==> src/pkg/csss_pkg.sv <==
package csss_pkg;

   localparam logic [7:0]  REG_TRIM      = 8'h00;
   localparam logic [7:0]  REG_CTRL      = 8'h04;
   localparam logic [7:0]  REG_STAT      = 8'h08;
   localparam int          CTRL_PLL_BIT  = 0;
   localparam int          CTRL_PD_BIT   = 1;

   localparam logic [3:0]  CSEL_PLL      = 4'h1;
   localparam logic [3:0]  CSEL_RC       = 4'h2;
   localparam logic [3:0]  CSEL_LEG      = 4'h3;
   localparam logic [3:0]  CSEL_LP       = 4'h4;
   localparam logic [1:0]  SUT_00        = 2'h0;
   localparam logic [1:0]  SUT_01        = 2'h1;
   localparam logic [1:0]  SUT_10        = 2'h2;
   localparam logic [1:0]  SUT_11        = 2'h3;
   localparam logic        FUSE_PROG     = 1'b0;

   localparam int          CKW           = 15;
   localparam int          WDW           = 14;
   localparam logic [14:0] CK_1          = 15'h0001;
   localparam logic [14:0] CK_6          = 15'h0006;
   localparam logic [14:0] CK_14         = 15'h000e;
   localparam logic [14:0] CK_1K         = 15'h0400;
   localparam logic [14:0] CK_16K        = 15'h4000;
   localparam logic [13:0] WDT_NONE      = 14'h0000;
   localparam logic [13:0] WDT_4MS       = 14'h0200;
   localparam logic [13:0] WDT_64MS      = 14'h2000;

   // Nominal frequencies in kHz, for reference by the clock tree.
   localparam int          PLL_KHZ       = 64000;
   localparam int          PLL_SYS_KHZ   = 16000;
   localparam int          RC_KHZ        = 8000;
   localparam int          LEG_RC_KHZ    = 6400;
   localparam int          LEG_SYS_KHZ   = 1600;
   localparam int          LEG_PCK_KHZ   = 25600;
   localparam int          LP_KHZ        = 128;
   localparam int          SYS_DIV       = 4;

   typedef enum logic [1:0] {SRC_RC, SRC_PLL, SRC_LP} csss_src_t;

   typedef enum logic [1:0] {ST_CK, ST_WDT, ST_RUN, ST_PD} csss_st_t;

   typedef struct packed {
      logic [3:0] csel;
      logic [1:0] startup_delay_fuses;
      logic       rst_pin_dis;
   } csss_fuse_t;

   typedef struct packed {
      csss_src_t src;
      logic      sys_div4;
      logic      pll_en;
      logic      pll_x4;
      logic      rc_6m4;
      logic      osc_run;
   } csss_cfg_t;

   typedef struct packed {
      csss_st_t        st;
      logic [CKW-1:0]  ck_left;
      logic [WDW-1:0]  wdt_left;
      logic [7:0]      trim;
      logic            pll_sw;
      logic            cpu_en;
      csss_cfg_t       cfg;
      logic [31:0]     prdata;
   } csss_state_t;

endpackage

==> src/hw/csss_clock_startup.sv <==
`timescale 1ns/1ps
module csss_clock_startup
(
   input  wire logic                clk_sys,       // System clock, 40 MHz.
   input  wire logic                rst_b,         // Synchronous reset, active low.
   input  wire csss_pkg::csss_fuse_t fuses,        // Clock select, delay, reset pin fuses.
   input  wire logic [7:0]          factory_trim,  // Factory calibration byte.
   input  wire logic                src_ck_tick,   // One pulse per selected source cycle.
   input  wire logic                wdt_tick,      // One pulse per watchdog osc cycle.
   input  wire logic                reset_req,     // System reset pulse.
   input  wire logic                wake_req,      // Wake from power-down pulse.
   input  wire logic                psel,          // APB select.
   input  wire logic                penable,       // APB enable.
   input  wire logic                pwrite,        // APB direction.
   input  wire logic [7:0]          paddr,         // APB byte address.
   input  wire logic [31:0]         pwdata,        // APB write data.
   output logic [31:0]              prdata,        // APB read data.
   output logic                     pready,        // APB ready.
   output logic                     pslverr,       // APB error on unmapped address.
   output csss_pkg::csss_cfg_t      clk_cfg,       // Clock tree steering.
   output logic [7:0]               osc_trim,      // Trim to the RC oscillator.
   output logic                     cpu_clk_en     // Processor clock gate.
);

   csss_pkg::csss_state_t s_q;
   csss_pkg::csss_state_t s_d;
   logic [csss_pkg::CKW-1:0] ck_wake;
   logic [csss_pkg::CKW-1:0] ck_rst;
   logic [csss_pkg::WDW-1:0] wdt_wake;
   logic [csss_pkg::WDW-1:0] wdt_rst;
   logic                     addr_ok;
   logic                     wr_acc;
   logic                     unsup;
   logic [31:0]              rd_mux;

   ////////////////////////////////////////////////////////////////////////////
   // Start-up delay decode.

   always_comb
   begin
      ck_wake  = csss_pkg::CK_6;
      ck_rst   = csss_pkg::CK_14;
      wdt_wake = csss_pkg::WDT_NONE;
      wdt_rst  = csss_pkg::WDT_NONE;
      unsup    = 1'b0;
      unique case (fuses.csel)
         csss_pkg::CSEL_PLL:
         begin
            ck_wake  = csss_pkg::CK_14 + (fuses.startup_delay_fuses[0] ? csss_pkg::CK_16K
                                                      : csss_pkg::CK_1K);
            wdt_wake = fuses.startup_delay_fuses[1] ? csss_pkg::WDT_64MS : csss_pkg::WDT_4MS;
            ck_rst   = '0;
            wdt_rst  = csss_pkg::WDT_4MS;
         end
         csss_pkg::CSEL_LEG:
         begin
            unique case (fuses.startup_delay_fuses)
               csss_pkg::SUT_10: wdt_rst = csss_pkg::WDT_4MS;
               csss_pkg::SUT_11:
               begin
                  ck_wake = csss_pkg::CK_1;
                  wdt_rst = csss_pkg::WDT_NONE;
               end
               default: wdt_rst = csss_pkg::WDT_64MS;
            endcase
         end
         default:
         begin
            // RC 8 MHz and 128 kHz share one table; reserved code 11 takes the longest.
            unsup = (fuses.csel != csss_pkg::CSEL_RC) && (fuses.csel != csss_pkg::CSEL_LP);
            unique case (fuses.startup_delay_fuses)
               csss_pkg::SUT_00: wdt_rst = csss_pkg::WDT_NONE;
               csss_pkg::SUT_01: wdt_rst = csss_pkg::WDT_4MS;
               default:          wdt_rst = csss_pkg::WDT_64MS;
            endcase
         end
      endcase
      if ((fuses.rst_pin_dis == csss_pkg::FUSE_PROG) && (wdt_rst == csss_pkg::WDT_NONE))
      begin
         wdt_rst = csss_pkg::WDT_4MS;
      end
   end

   ////////////////////////////////////////////////////////////////////////////
   // APB decode.

   assign addr_ok = (paddr == csss_pkg::REG_TRIM) || (paddr == csss_pkg::REG_CTRL)
                    || (paddr == csss_pkg::REG_STAT);
   assign wr_acc  = psel && penable && pwrite && addr_ok;
   assign pready  = 1'b1;
   assign pslverr = psel && penable && !addr_ok;

   always_comb
   begin
      rd_mux = '0;
      unique case (paddr)
         csss_pkg::REG_TRIM: rd_mux = {24'h000000, s_q.trim};
         csss_pkg::REG_CTRL: rd_mux = {31'h00000000, s_q.pll_sw};
         csss_pkg::REG_STAT: rd_mux = {20'h00000, fuses.csel, 2'h0, fuses.startup_delay_fuses,
                                       unsup, s_q.st == csss_pkg::ST_WDT,
                                       s_q.st == csss_pkg::ST_PD, s_q.cpu_en};
         default:            rd_mux = '0;
      endcase
   end

   ////////////////////////////////////////////////////////////////////////////
   // Sequencer.

   always_comb
   begin
      s_d = s_q;
      if (psel && !penable)
      begin
         s_d.prdata = rd_mux;
      end
      if (wr_acc && (paddr == csss_pkg::REG_TRIM))
      begin
         s_d.trim = pwdata[7:0];
      end
      if (wr_acc && (paddr == csss_pkg::REG_CTRL))
      begin
         s_d.pll_sw = pwdata[csss_pkg::CTRL_PLL_BIT];
      end
      unique case (s_q.st)
         csss_pkg::ST_CK:
         begin
            if (s_q.ck_left == '0)
            begin
               s_d.st = (s_q.wdt_left == '0) ? csss_pkg::ST_RUN : csss_pkg::ST_WDT;
            end
            else if (src_ck_tick)
            begin
               s_d.ck_left = s_q.ck_left - 1'b1;
            end
         end
         csss_pkg::ST_WDT:
         begin
            if (s_q.wdt_left == '0)
            begin
               s_d.st = csss_pkg::ST_RUN;
            end
            else if (wdt_tick)
            begin
               s_d.wdt_left = s_q.wdt_left - 1'b1;
            end
         end
         csss_pkg::ST_RUN:
         begin
            if (wr_acc && (paddr == csss_pkg::REG_CTRL) && pwdata[csss_pkg::CTRL_PD_BIT])
            begin
               s_d.st = csss_pkg::ST_PD;
            end
         end
         csss_pkg::ST_PD:
         begin
            if (wake_req)
            begin
               s_d.st       = csss_pkg::ST_CK;
               s_d.ck_left  = ck_wake;
               s_d.wdt_left = wdt_wake;
            end
         end
      endcase
      if (reset_req)
      begin
         s_d.st       = csss_pkg::ST_CK;
         s_d.ck_left  = ck_rst;
         s_d.wdt_left = wdt_rst;
         s_d.trim     = factory_trim;
         s_d.pll_sw   = 1'b0;
      end
      s_d.cpu_en = (s_d.st == csss_pkg::ST_RUN);
      unique case (fuses.csel)
         csss_pkg::CSEL_PLL: s_d.cfg.src = csss_pkg::SRC_PLL;
         csss_pkg::CSEL_LP:  s_d.cfg.src = csss_pkg::SRC_LP;
         default:            s_d.cfg.src = csss_pkg::SRC_RC;
      endcase
      s_d.cfg.sys_div4 = (fuses.csel == csss_pkg::CSEL_PLL)
                         || (fuses.csel == csss_pkg::CSEL_LEG);
      s_d.cfg.osc_run  = (s_d.st != csss_pkg::ST_PD);
      s_d.cfg.pll_en   = s_d.cfg.osc_run && ((fuses.csel == csss_pkg::CSEL_PLL)
                         || (fuses.csel == csss_pkg::CSEL_LEG) || s_d.pll_sw);
      s_d.cfg.pll_x4   = (fuses.csel == csss_pkg::CSEL_LEG);
      s_d.cfg.rc_6m4   = (fuses.csel == csss_pkg::CSEL_LEG);
   end

   always_ff @(posedge clk_sys)
   begin
      if (!rst_b)
      begin
         s_q              <= '0;
         s_q.st           <= csss_pkg::ST_CK;
         s_q.ck_left      <= ck_rst;
         s_q.wdt_left     <= wdt_rst;
         s_q.trim         <= factory_trim;
         s_q.cfg.src      <= csss_pkg::SRC_RC;
         s_q.cfg.osc_run  <= 1'b1;
      end
      else
      begin
         s_q <= s_d;
      end
   end

   assign prdata     = s_q.prdata;
   assign clk_cfg    = s_q.cfg;
   assign osc_trim   = s_q.trim;
   assign cpu_clk_en = s_q.cpu_en;

endmodule // csss_clock_startup

==> config.mk <==
export PLATFORM = sky130hd
export DESIGN_NAME = csss_clock_startup
export DESIGN_NICKNAME = d
export VERILOG_FILES = /design/src/pkg/csss_pkg.sv /design/src/hw/csss_clock_startup.sv
export SDC_FILE = /design/constraint.sdc
export NUM_CORES = 1
export LEC_CHECK = 0
export BUFFER_PORTS_ARGS = -buffer_cell sky130_fd_sc_hd__buf_2
export CAP_MARGIN = 20
export CORE_ASPECT_RATIO = 1.1
export CORE_MARGIN = 2
export CORE_UTILIZATION = 45
export CTS_BUF_LIST = sky130_fd_sc_hd__clkbuf_4 sky130_fd_sc_hd__clkbuf_8
export DETAILED_ROUTE_END_ITERATION = 12
export GPL_TIMING_DRIVEN = 0
export PLACE_DENSITY_LB_ADDON = 0.2
export SETUP_SLACK_MARGIN = 0.4
export SYNTH_ARGS = -nofsm -noshare
export SYNTH_HDL_FRONTEND = slang
export SYNTH_SLANG_ARGS = --single-unit
==> constraint.sdc <==
create_clock -name clk_sys -period 6.32 [get_ports clk_sys]
set_input_delay 0.316 -clock clk_sys [delete_from_list [all_inputs] [get_ports clk_sys]]
set_output_delay 0.316 -clock clk_sys [all_outputs]
set_load 0.01 [all_outputs]
==> flow_metrics.py, run 1 <==
metrics = {
    "sta": {
        "hold_viol_final": 0,
        "finalCriticalPeriod_ns": 2.61,
        "slew_violations": 0,
        "timing.fmax_ghz": 0.383,
        "finalSetupViolations": 0,
        "skew_ns": 0.00909,
        "tightest_slew_ns": 0.834,
        "slew_headroom": 0.439,
        "rsz0062_at_grt": "false",
        "period_share": 0.414,
        "setup_tns_ns": 0,
    },
    "synth": {
        "synth_compound_area_frac": 0.104,
        "ys_ff_latch": 59,
        "synth_top_family_by_area": "simple AND/OR/NAND/NOR gates",
        "async_reset_ff_frac": 0,
        "synth_cell_types": 49,
        "synthAdderAreaFrac": 0.0254,
        "syn_area_per_cell_um2": 9.34,
        "ys_seq_area_frac": 0.449,
        "synth_top_cell_by_area": "edfxtp_1",
        "yosys.area_share.simple": 0.221,
        "ys.warnings.count": 0,
        "ys.flop_type": "edfxtp_1",
        "yosysTopAreaCellShare": 0.322,
        "synthTopCellsByArea": "edfxtp_1 32%, dfxtp_1 13%, buf_4 10%",
        "syn_inst": 370,
        "netlist_area_um2": 3450,
        "synth_xor_area_frac": 0.0482,
        "synthMuxAreaShare": 0.0217,
        "synth_edf_count": 37,
    },
    "cts": {
        "postCtsResizedCells": 0,
        "clk_pin_slew_ns": 0.07,
        "cts_max_path_buffers": 2,
        "clk_latency_ns": 0.34,
        "cts_tree": "built",
        "cts_hold_buffers": 0,
        "cts_root_buf": "clkbuf_8",
        "cts_sinks": 59,
        "numCtsBuffers": 9,
        "postCtsSetupRepairBufs": 0,
        "cts-htree-levels": 3,
    },
    "routing": {
        "avgViaCountPerCell": 4.99,
        "first_iter_violations": 121,
        "dr.pass1.iters": 4,
        "vias": 2800,
        "drc": 0,
        "totalWireLength_um": 7490,
        "ant_nets": 0,
        "avgRoutedWirePerCell_um": 13.3,
    },
    "floorplanning": {
        "die_area_um2": 8390,
        "die_width_um": 87.5,
        "die_h_um": 95.9,
        "fp-row-count": 33,
        "core_area_um2": 7430,
        "ios": 114,
        "start_util": 0.465,
    },
    "status": {
        "status": "completed",
    },
    "placement": {
        "post_dp_cell_area_um2": 4000,
        "finalWeightedCongestion": 0.830,
        "io_buffer_count": 67,
        "dpl.hpwl_um": 5670,
    },
    "min_path": {
        "hold_class": "primary input to register",
    },
    "critical_path": {
        "crit_arrival_ns": 2.82,
        "setup.worst_path.end_class": "register",
        "worstPathRequired_ns": 6.53,
        "cp_max_fo": 5,
        "cp-start-kind": "register",
        "reg2reg_slack_ns": 3.71,
        "crit_type": "register to register",
    },
    "final_layout": {
        "nNetsFinal": 540,
        "finalInstanceArea_um2": 4160,
        "fillers": 681,
        "final_common_cell": "buf_2",
        "mostFrequentLayoutCells": "67 x buf_2, 52 x nand2_1, 48 x buf_4",
        "antenna_cells": 0,
        "drive_gt1_frac": 0.308,
        "layout-area-overhead-vs-synth_pct": 20.5,
    },
    "global_route": {
        "grt_use_met3": 0.0506,
        "grt-ovfl-total": 0,
        "busiest_layer": "met2",
        "grt_pass1_wl_um": 12400,
        "grt_antenna_before_repair": 0,
        "use_met2": 0.305,
        "grt_max_degree": 11,
        "grt_pass1_vias": 2709,
        "grt_util_all_layers": 0.189,
        "grt_use_met1": 0.245,
    },
    "power": {
        "p_per_area_nw_per_um2": 211,
        "ir_worst_vdd_v": 0.000128,
        "leakagePower_uw": 0.00183,
    },
    "run": {
        "maxCapViolCount": 0,
    },
}
kinds of logic after synthesis:
group / after synthesis
other: 2
buffers and inverters: 70
muxes: 7
and+or+nand+nor: 151
xor gates and xnor gates: 19
DFF: 59
AOI/OAI and AO/OA: 55
adders and majority gates: 7
final timing paths:
kind,from,endpoint,depth (start not counted)
worst max-delay path,s_q[63],clk_cfg[3],7
worst max register to register,s_q[63],clk_cfg[3],7
worst min-delay path,pwdata[7],osc_trim[7],3
worst min register to register,prdata[10],prdata[10],2
through the flow:
stage | worst slack (ns) | power [uW] | utilization | instances | hold WS [ns]
floorplan | 3.61 | 542 | - | 389 | 0.406
global placement | 2.94 | 582 | 0.534 | 543 | 0.444
detailed placement | 3.71 | 586 | 0.538 | 545 | 0.444
CTS | 3.69 | 881 | 0.560 | 561 | 0.223
global route | 3.53 | 915 | 0.560 | 561 | 0.233
finish | 3.71 | 878 | 0.560 | 561 | 0.239
critical path, cell delays in order, from the launching register on:
cell and delay (ns):
edfxtp_1 0.42, inv_1 0.09, ha_1 0.19, or4b_4 0.53, nor4b_4 0.47, mux2i_1 0.19
a2111oi_4 0.47, a2bb2oi_1 0.12
power by group:
| group | switching [uW] | internal [uW] | total, uW |
|---|---|---|---|
| clock network | 156 | 142 | 299 |
| logic | 69.9 | 60.8 | 131 |
| registers | 15.7 | 432 | 448 |
| total | 242 | 636 | 878 |
layer usage:
metal,wire [um],part of all wire,vias to the layer above
met5,0,0,-
met4,147,0.020,0
met3,408,0.054,16
met2,3480,0.47,86
met1,3450,0.46,1269
li1,-,-,1429
registers in the layout, indices dropped and copies added (netlist names):
register and cells:
clk_cfg 6, cpu_clk_en 1, osc_trim 8, prdata 12
s_q 32
cell usage after synthesis (all sizes together), types with 3 or more instances:
library cell and n:
and3 3, o21a 3, xor2 8, or2 3, dfxtp 22, nand2b 5
nor4 5, or3 5, buf 48, o22ai 3, clkbuf 13, nor2 31
nand4 7, edfxtp 37, nor2b 7, nand3 11, mux2 4, a2111oi 3
a31oi 4, inv 9, nand2 52, ha 7, xnor2 11, or4 4
o21ai 8, nor3 7, a21oi 24, mux2i 3
final cells by class:
type	instances	area [um2]	area share
tap	87	109	0.0262
clock inverter	6	32.5	0.00782
timing repair buffer	69	358	0.0860
multi-input combinational	260	1540	0.369
inverter	9	33.8	0.00812
sequential	59	1550	0.373
clock buffer	10	131	0.0316
buffer	61	409	0.0983
No activity file was read; power rests on OpenSTA's default activity.
==> run 2: changes to the inputs <==
==> constraint.sdc (replaced) <==
create_clock -name clk_sys -period 2.72 [get_ports clk_sys]
set_input_delay 0.136 -clock clk_sys [delete_from_list [all_inputs] [get_ports clk_sys]]
set_output_delay 0.136 -clock clk_sys [all_outputs]
set_load 0.01 [all_outputs]
==> run 2 against run 1 <==
Non-clock buffer count increased by 16. Critical path depth increased by 1. First-iteration DRC count decreased by 8.3%. Combinational power increased by 150%. Fmax increased by 7.6%. Core utilization increased by 3.6 points. Highest routed layer unchanged. Hold slack got worse by 0.18 ns. Die area unchanged. Clock-buffer cell count increased by 2. Final cell count increased by 2.9%. Register-to-register slack got worse by 3.4 ns.
==> flow_metrics.py, run 2 (synthesized netlist as in run 1, its figures left out) <==
metrics = {
    "global_route": {
        "grt_antenna_before_repair": 0,
        "busiest_layer": "met2",
        "use_met2": 0.318,
        "grt_pass1_wl_um": 12300,
        "grt_pass1_vias": 2710,
        "grt_use_met1": 0.233,
        "grt_max_degree": 11,
        "grt_use_met3": 0.0360,
        "grt-ovfl-total": 0,
        "grt_util_all_layers": 0.190,
    },
    "critical_path": {
        "setup.worst_path.end_class": "register",
        "worstPathRequired_ns": 2.82,
        "reg2reg_slack_ns": 0.29,
        "crit_family": "simple AND/OR/NAND/NOR gates",
        "crit_type": "register to register",
        "crit_arrival_ns": 2.53,
        "cp-start-kind": "register",
        "critPathSlowestCell": "or4b_4",
        "reg2reg_to": "s_q[76]",
        "reg2reg_depth": 8,
        "worst-path-buf-inv": 3,
        "max_stage_delay_ns": 0.49,
        "r2r_start": "s_q[63]",
        "cp_max_fo": 7,
        "path_cells": "inv_1 > ha_2 > or4b_4 > nor4b_4 > buf_4 > o21a_1 > o31ai_4 > buf_6",
    },
    "status": {
        "status": "completed",
    },
    "final_layout": {
        "nNetsFinal": 556,
        "mostFrequentLayoutCells": "67 x buf_2, 62 x buf_4, 51 x nand2_1",
        "final_common_cell": "buf_2",
        "antenna_cells": 0,
        "drive_gt1_frac": 0.359,
        "largest_reg_flops": 32,
        "fin_cells": 577,
        "finalInstanceArea_um2": 4430,
        "fin_util": 0.596,
        "layout-area-overhead-vs-synth_pct": 28.1,
        "largest_register": "s_q",
    },
    "cts": {
        "clk_latency_ns": 0.34,
        "numCtsBuffers": 9,
        "cts_tree": "built",
        "clk_pin_slew_ns": 0.07,
        "cts_max_path_buffers": 2,
        "cts-htree-levels": 3,
        "cts_sinks": 59,
        "cts_root_buf": "clkbuf_8",
    },
    "routing": {
        "first_iter_violations": 111,
        "avgViaCountPerCell": 5.02,
        "dr.pass1.iters": 4,
        "drc": 0,
        "vias": 2897,
        "avgRoutedWirePerCell_um": 13.6,
        "totalWireLength_um": 7880,
        "ant_nets": 0,
    },
    "min_path": {
        "hold_class": "primary input to register",
        "min_to": "osc_trim[5]",
        "hp-start": "pwdata[5]",
        "whs_path_depth": 3,
    },
    "floorplanning": {
        "die_area_um2": 8390,
        "start_util": 0.465,
        "core_area_um2": 7430,
        "die_width_um": 87.5,
        "die_h_um": 95.9,
        "ios": 114,
        "fp-row-count": 33,
    },
    "power": {
        "p_per_area_nw_per_um2": 501,
        "ir_worst_vdd_v": 0.000243,
        "leakagePower_uw": 0.00196,
    },
    "sta": {
        "finalCriticalPeriod_ns": 2.43,
        "skew_ns": 0.00615,
        "slew_headroom": 0.473,
        "timing.fmax_ghz": 0.412,
        "setup_tns_ns": 0,
        "period_share": 0.893,
        "hold_viol_final": 0,
        "tightest_slew_ns": 0.789,
        "hold-worst-slack_ns": 0.0565,
        "slew_violations": 0,
        "rsz0062_at_grt": "true",
        "finalSetupViolations": 0,
    },
    "placement": {
        "dpl.hpwl_um": 5830,
        "finalWeightedCongestion": 0.819,
        "post_dp_cell_area_um2": 4000,
        "io_buffer_count": 67,
        "dp.cells": 545,
    },
    "run": {
        "maxCapViolCount": 0,
    },
}
==> run 2: power breakdown <==
group          leakage, uW  total, uW  switching [uW]  internal [uW]
registers         0.000577       1050            40.8           1010
logic              0.00127        327             170            157
clock network     0.000113        845             350            495
total              0.00196       2220             561           1660
==> run 2: cell type report <==
type | count | area [um2]
fill | 660 | 3010
tap | 87 | 109
clock inverter | 4 | 46.3
timing repair buffer | 85 | 485
buffer | 61 | 410
inverter | 9 | 33.8
multi-input combinational | 260 | 1630
sequential | 59 | 1550
clock buffer | 12 | 165
==> run 2: layer usage <==
layer | share of wire | vias up | routed length (um)
li1 | - | 1464 | -
met1 | 0.44 | 1341 | 3440
met2 | 0.49 | 74 | 3890
met3 | 0.043 | 18 | 339
met4 | 0.027 | 0 | 212
met5 | 0 | - | 0
==> run 2: worst reg2reg max path, cell delays in order (launching register included) <==
cell and delay, ns:
edfxtp_1 0.40, inv_1 0.07, ha_2 0.17, or4b_4 0.49
nor4b_4 0.37, buf_4 0.19, o21a_1 0.17, o31ai_4 0.13
buf_6 0.20
==> run 2: worst max path at each step <==
stage	end	startpoint	cells after the start
2_1_floorplan	clk_cfg[3]	s_q[63]	7
3_3_place_gp	s_q[71]	s_q[63]	6
3_5_place_dp	clk_cfg[3]	s_q[63]	7
4_1_cts	s_q[75]	s_q[63]	8
5_1_grt	s_q[75]	s_q[63]	8
6_report	s_q[76]	s_q[63]	8
==> run 2: timing repair <==
item / CTS / global route
hold buffers: 0 / 0
setup endpoints to repair: 29 / 31
gates resized for setup: 12 / 10
pin swaps: 6 / 8
cloned: 1 / 0
setup buffers: 8 / 7
==> run 2: stage by stage <==
step	setup slack [ns]	power (uW)
final	0.291	2220
after global routing	0.205	2310
after detailed placement	0.123	1360
after floorplan	0.437	1260
after CTS	0.327	2220
after global placement	0.0447	1350
==> run 3: changes to the inputs <==
--- a/config.mk
+++ b/config.mk
@@ -14,7 +14,9 @@
 export DETAILED_ROUTE_END_ITERATION = 12
 export GPL_TIMING_DRIVEN = 0
 export PLACE_DENSITY_LB_ADDON = 0.2
+export REMOVE_ABC_BUFFERS = 1
 export SETUP_SLACK_MARGIN = 0.4
+export SLEW_MARGIN = 40
 export SYNTH_ARGS = -nofsm -noshare
 export SYNTH_HDL_FRONTEND = slang
 export SYNTH_SLANG_ARGS = --single-unit
==> run 3 against run 2 <==
Die area is the same. Clock-buffer cell count unchanged. Hold slack improved by 0.0035 ns. Global-route usage fell by 0.21 points. Core utilization shrank 5.6 points. Register-to-register slack better by 0.07 ns. Highest routed layer unchanged. Final cell count is 12% lower. Clock power up 9.2%. Fmax increased by 2.9%. Total power is 0.87% higher.
==> flow_metrics.py, run 3 (synthesized netlist as in run 1, its figures left out) <==
metrics = {
    "status": {
        "status": "completed",
    },
    "floorplanning": {
        "fp-row-count": 33,
        "die_area_um2": 8390,
        "start_util": 0.465,
        "core_area_um2": 7430,
        "die_width_um": 87.5,
        "die_h_um": 95.9,
        "ios": 114,
    },
    "routing": {
        "avgViaCountPerCell": 5.25,
        "avgRoutedWirePerCell_um": 14.8,
        "totalWireLength_um": 7530,
        "vias": 2679,
        "dr.pass1.iters": 5,
        "ant_nets": 0,
        "drc": 0,
        "first_iter_violations": 123,
    },
    "critical_path": {
        "crit_family": "simple AND/OR/NAND/NOR gates",
        "crit_arrival_ns": 2.44,
        "cp-startpoint": "s_q[65]",
        "reg2reg_depth": 5,
        "path_cells": "or4_1 > or4_1 > nor4_4 > xnor2_1 > nor2_1",
        "critPathSlowestCell": "or4_1",
        "crit_path_frequent_cell": "or4_1",
        "max_stage_delay_ns": 0.62,
        "r2r_start": "s_q[65]",
        "crit_type": "register to register",
        "worstPathRequired_ns": 2.80,
        "reg2reg_slack_ns": 0.36,
        "crit_path_end": "s_q[76]",
        "reg2reg_to": "s_q[76]",
        "cp.depth": 5,
        "worst-path-buf-inv": 0,
        "cp-start-kind": "register",
        "cp_max_fo": 5,
        "setup.worst_path.end_class": "register",
    },
    "final_layout": {
        "layout-area-overhead-vs-synth_pct": 16.2,
        "fin_cells": 510,
        "fillers": 707,
        "largest_register": "s_q",
        "largest_reg_flops": 32,
        "drive_gt1_frac": 0.291,
        "antenna_cells": 0,
        "nNetsFinal": 489,
        "final_common_cell": "buf_2",
        "mostFrequentLayoutCells": "68 x buf_2, 51 x nand2_1, 37 x edfxtp_1",
    },
    "min_path": {
        "whs_path_depth": 3,
        "hold_class": "primary input to register",
    },
    "placement": {
        "finalWeightedCongestion": 0.802,
        "dpl.hpwl_um": 5310,
        "dp.cells": 485,
        "io_buffer_count": 68,
        "dp_slack_ns": 0.145,
    },
    "power": {
        "leakagePower_uw": 0.00168,
        "ir_worst_vdd_v": 0.000327,
        "p_per_area_nw_per_um2": 558,
    },
    "global_route": {
        "grt_use_met3": 0.0446,
        "grt_pass1_vias": 2577,
        "grt-ovfl-total": 0,
        "busiest_layer": "met2",
        "grt_pass1_wl_um": 12100,
        "grt_max_degree": 25,
        "use_met2": 0.307,
        "grt_util_all_layers": 0.187,
        "grt_antenna_before_repair": 0,
        "grt_use_met1": 0.231,
    },
    "sta": {
        "timing.fmax_ghz": 0.424,
        "period_share": 0.868,
        "skew_ns": 0.00940,
        "slew_headroom": 0.453,
        "finalSetupViolations": 0,
        "tightest_slew_ns": 0.819,
        "setup_ws_ns": 0.360,
        "slew_violations": 0,
        "hold_viol_final": 0,
        "rsz0062_at_grt": "true",
        "finalCriticalPeriod_ns": 2.36,
        "setup_tns_ns": 0,
    },
    "cts": {
        "numCtsBuffers": 9,
        "clk_latency_ns": 0.34,
        "cts_sinks": 59,
        "cts_root_buf": "clkbuf_8",
        "cts_hold_buffers": 0,
        "cts-htree-levels": 3,
        "cts_max_path_buffers": 2,
        "cts_tree": "built",
        "clk_pin_slew_ns": 0.07,
    },
    "run": {
        "maxCapViolCount": 0,
    },
}
[run 3: tightest hold or removal path, stage by stage]
cell and delay, ns:
buf_2 0.07, nand2_1 0.04, nand2_1 0.04
[run 3: power breakdown]
| part | switching [uW] | total (uW) | leakage, uW | internal (uW) |
|---|---|---|---|---|
| Combinational | 157 | 268 | 0.000983 | 111 |
| Sequential | 41.8 | 1050 | 0.000577 | 1010 |
| Clock | 348 | 923 | 0.000120 | 575 |
| Total | 547 | 2240 | 0.00168 | 1690 |
[run 3: layer usage]
layer | share of wire | vias up
met1 | 0.43 | 1271
met3 | 0.048 | 13
li1 | - | 1323
met4 | 0.025 | 0
met5 | 0 | -
met2 | 0.49 | 72
[run 3: area by class of cell]
class	instances	area, um2	share of cell area
Multi-Input combinational cell	260	1640	0.409
Sequential cell	59	1550	0.387
Inverter	9	33.8	0.00842
Tap cell	87	109	0.0271
Clock inverter	4	71.3	0.0178
Clock buffer	12	159	0.0396
Timing Repair Buffer	79	447	0.111
[run 3: worst min-delay path by stage]
stage | from | slack [ns] | end
6_report | pwdata[5] | 0.06 | osc_trim[5]
5_1_grt | factory_trim[6] | 0.06 | osc_trim[6]
4_1_cts | pwdata[4] | 0.05 | osc_trim[4]
3_5_place_dp | pwdata[5] | 0.40 | osc_trim[5]
3_3_place_gp | pwdata[5] | 0.40 | osc_trim[5]
2_1_floorplan | fuses[4] | 0.22 | clk_cfg[5]
[run 3: timing repair]
action	CTS	global route
resized for setup	6	13
pin swaps	3	2
endpoints found under the setup margin	21	24
buffers inserted	5	4
[run 3: per-stage QoR]
stage	power (uW)	cell area [um2]	util	hold WS (ns)
detailed placement	1310	3610	0.486	0.402
floorplan	1210	3120	-	0.215
finish	2240	4010	0.540	0.0600
global route	2330	4010	0.540	0.0608
global placement	1310	3570	0.480	0.398
CTS	2250	3920	0.528	0.0503
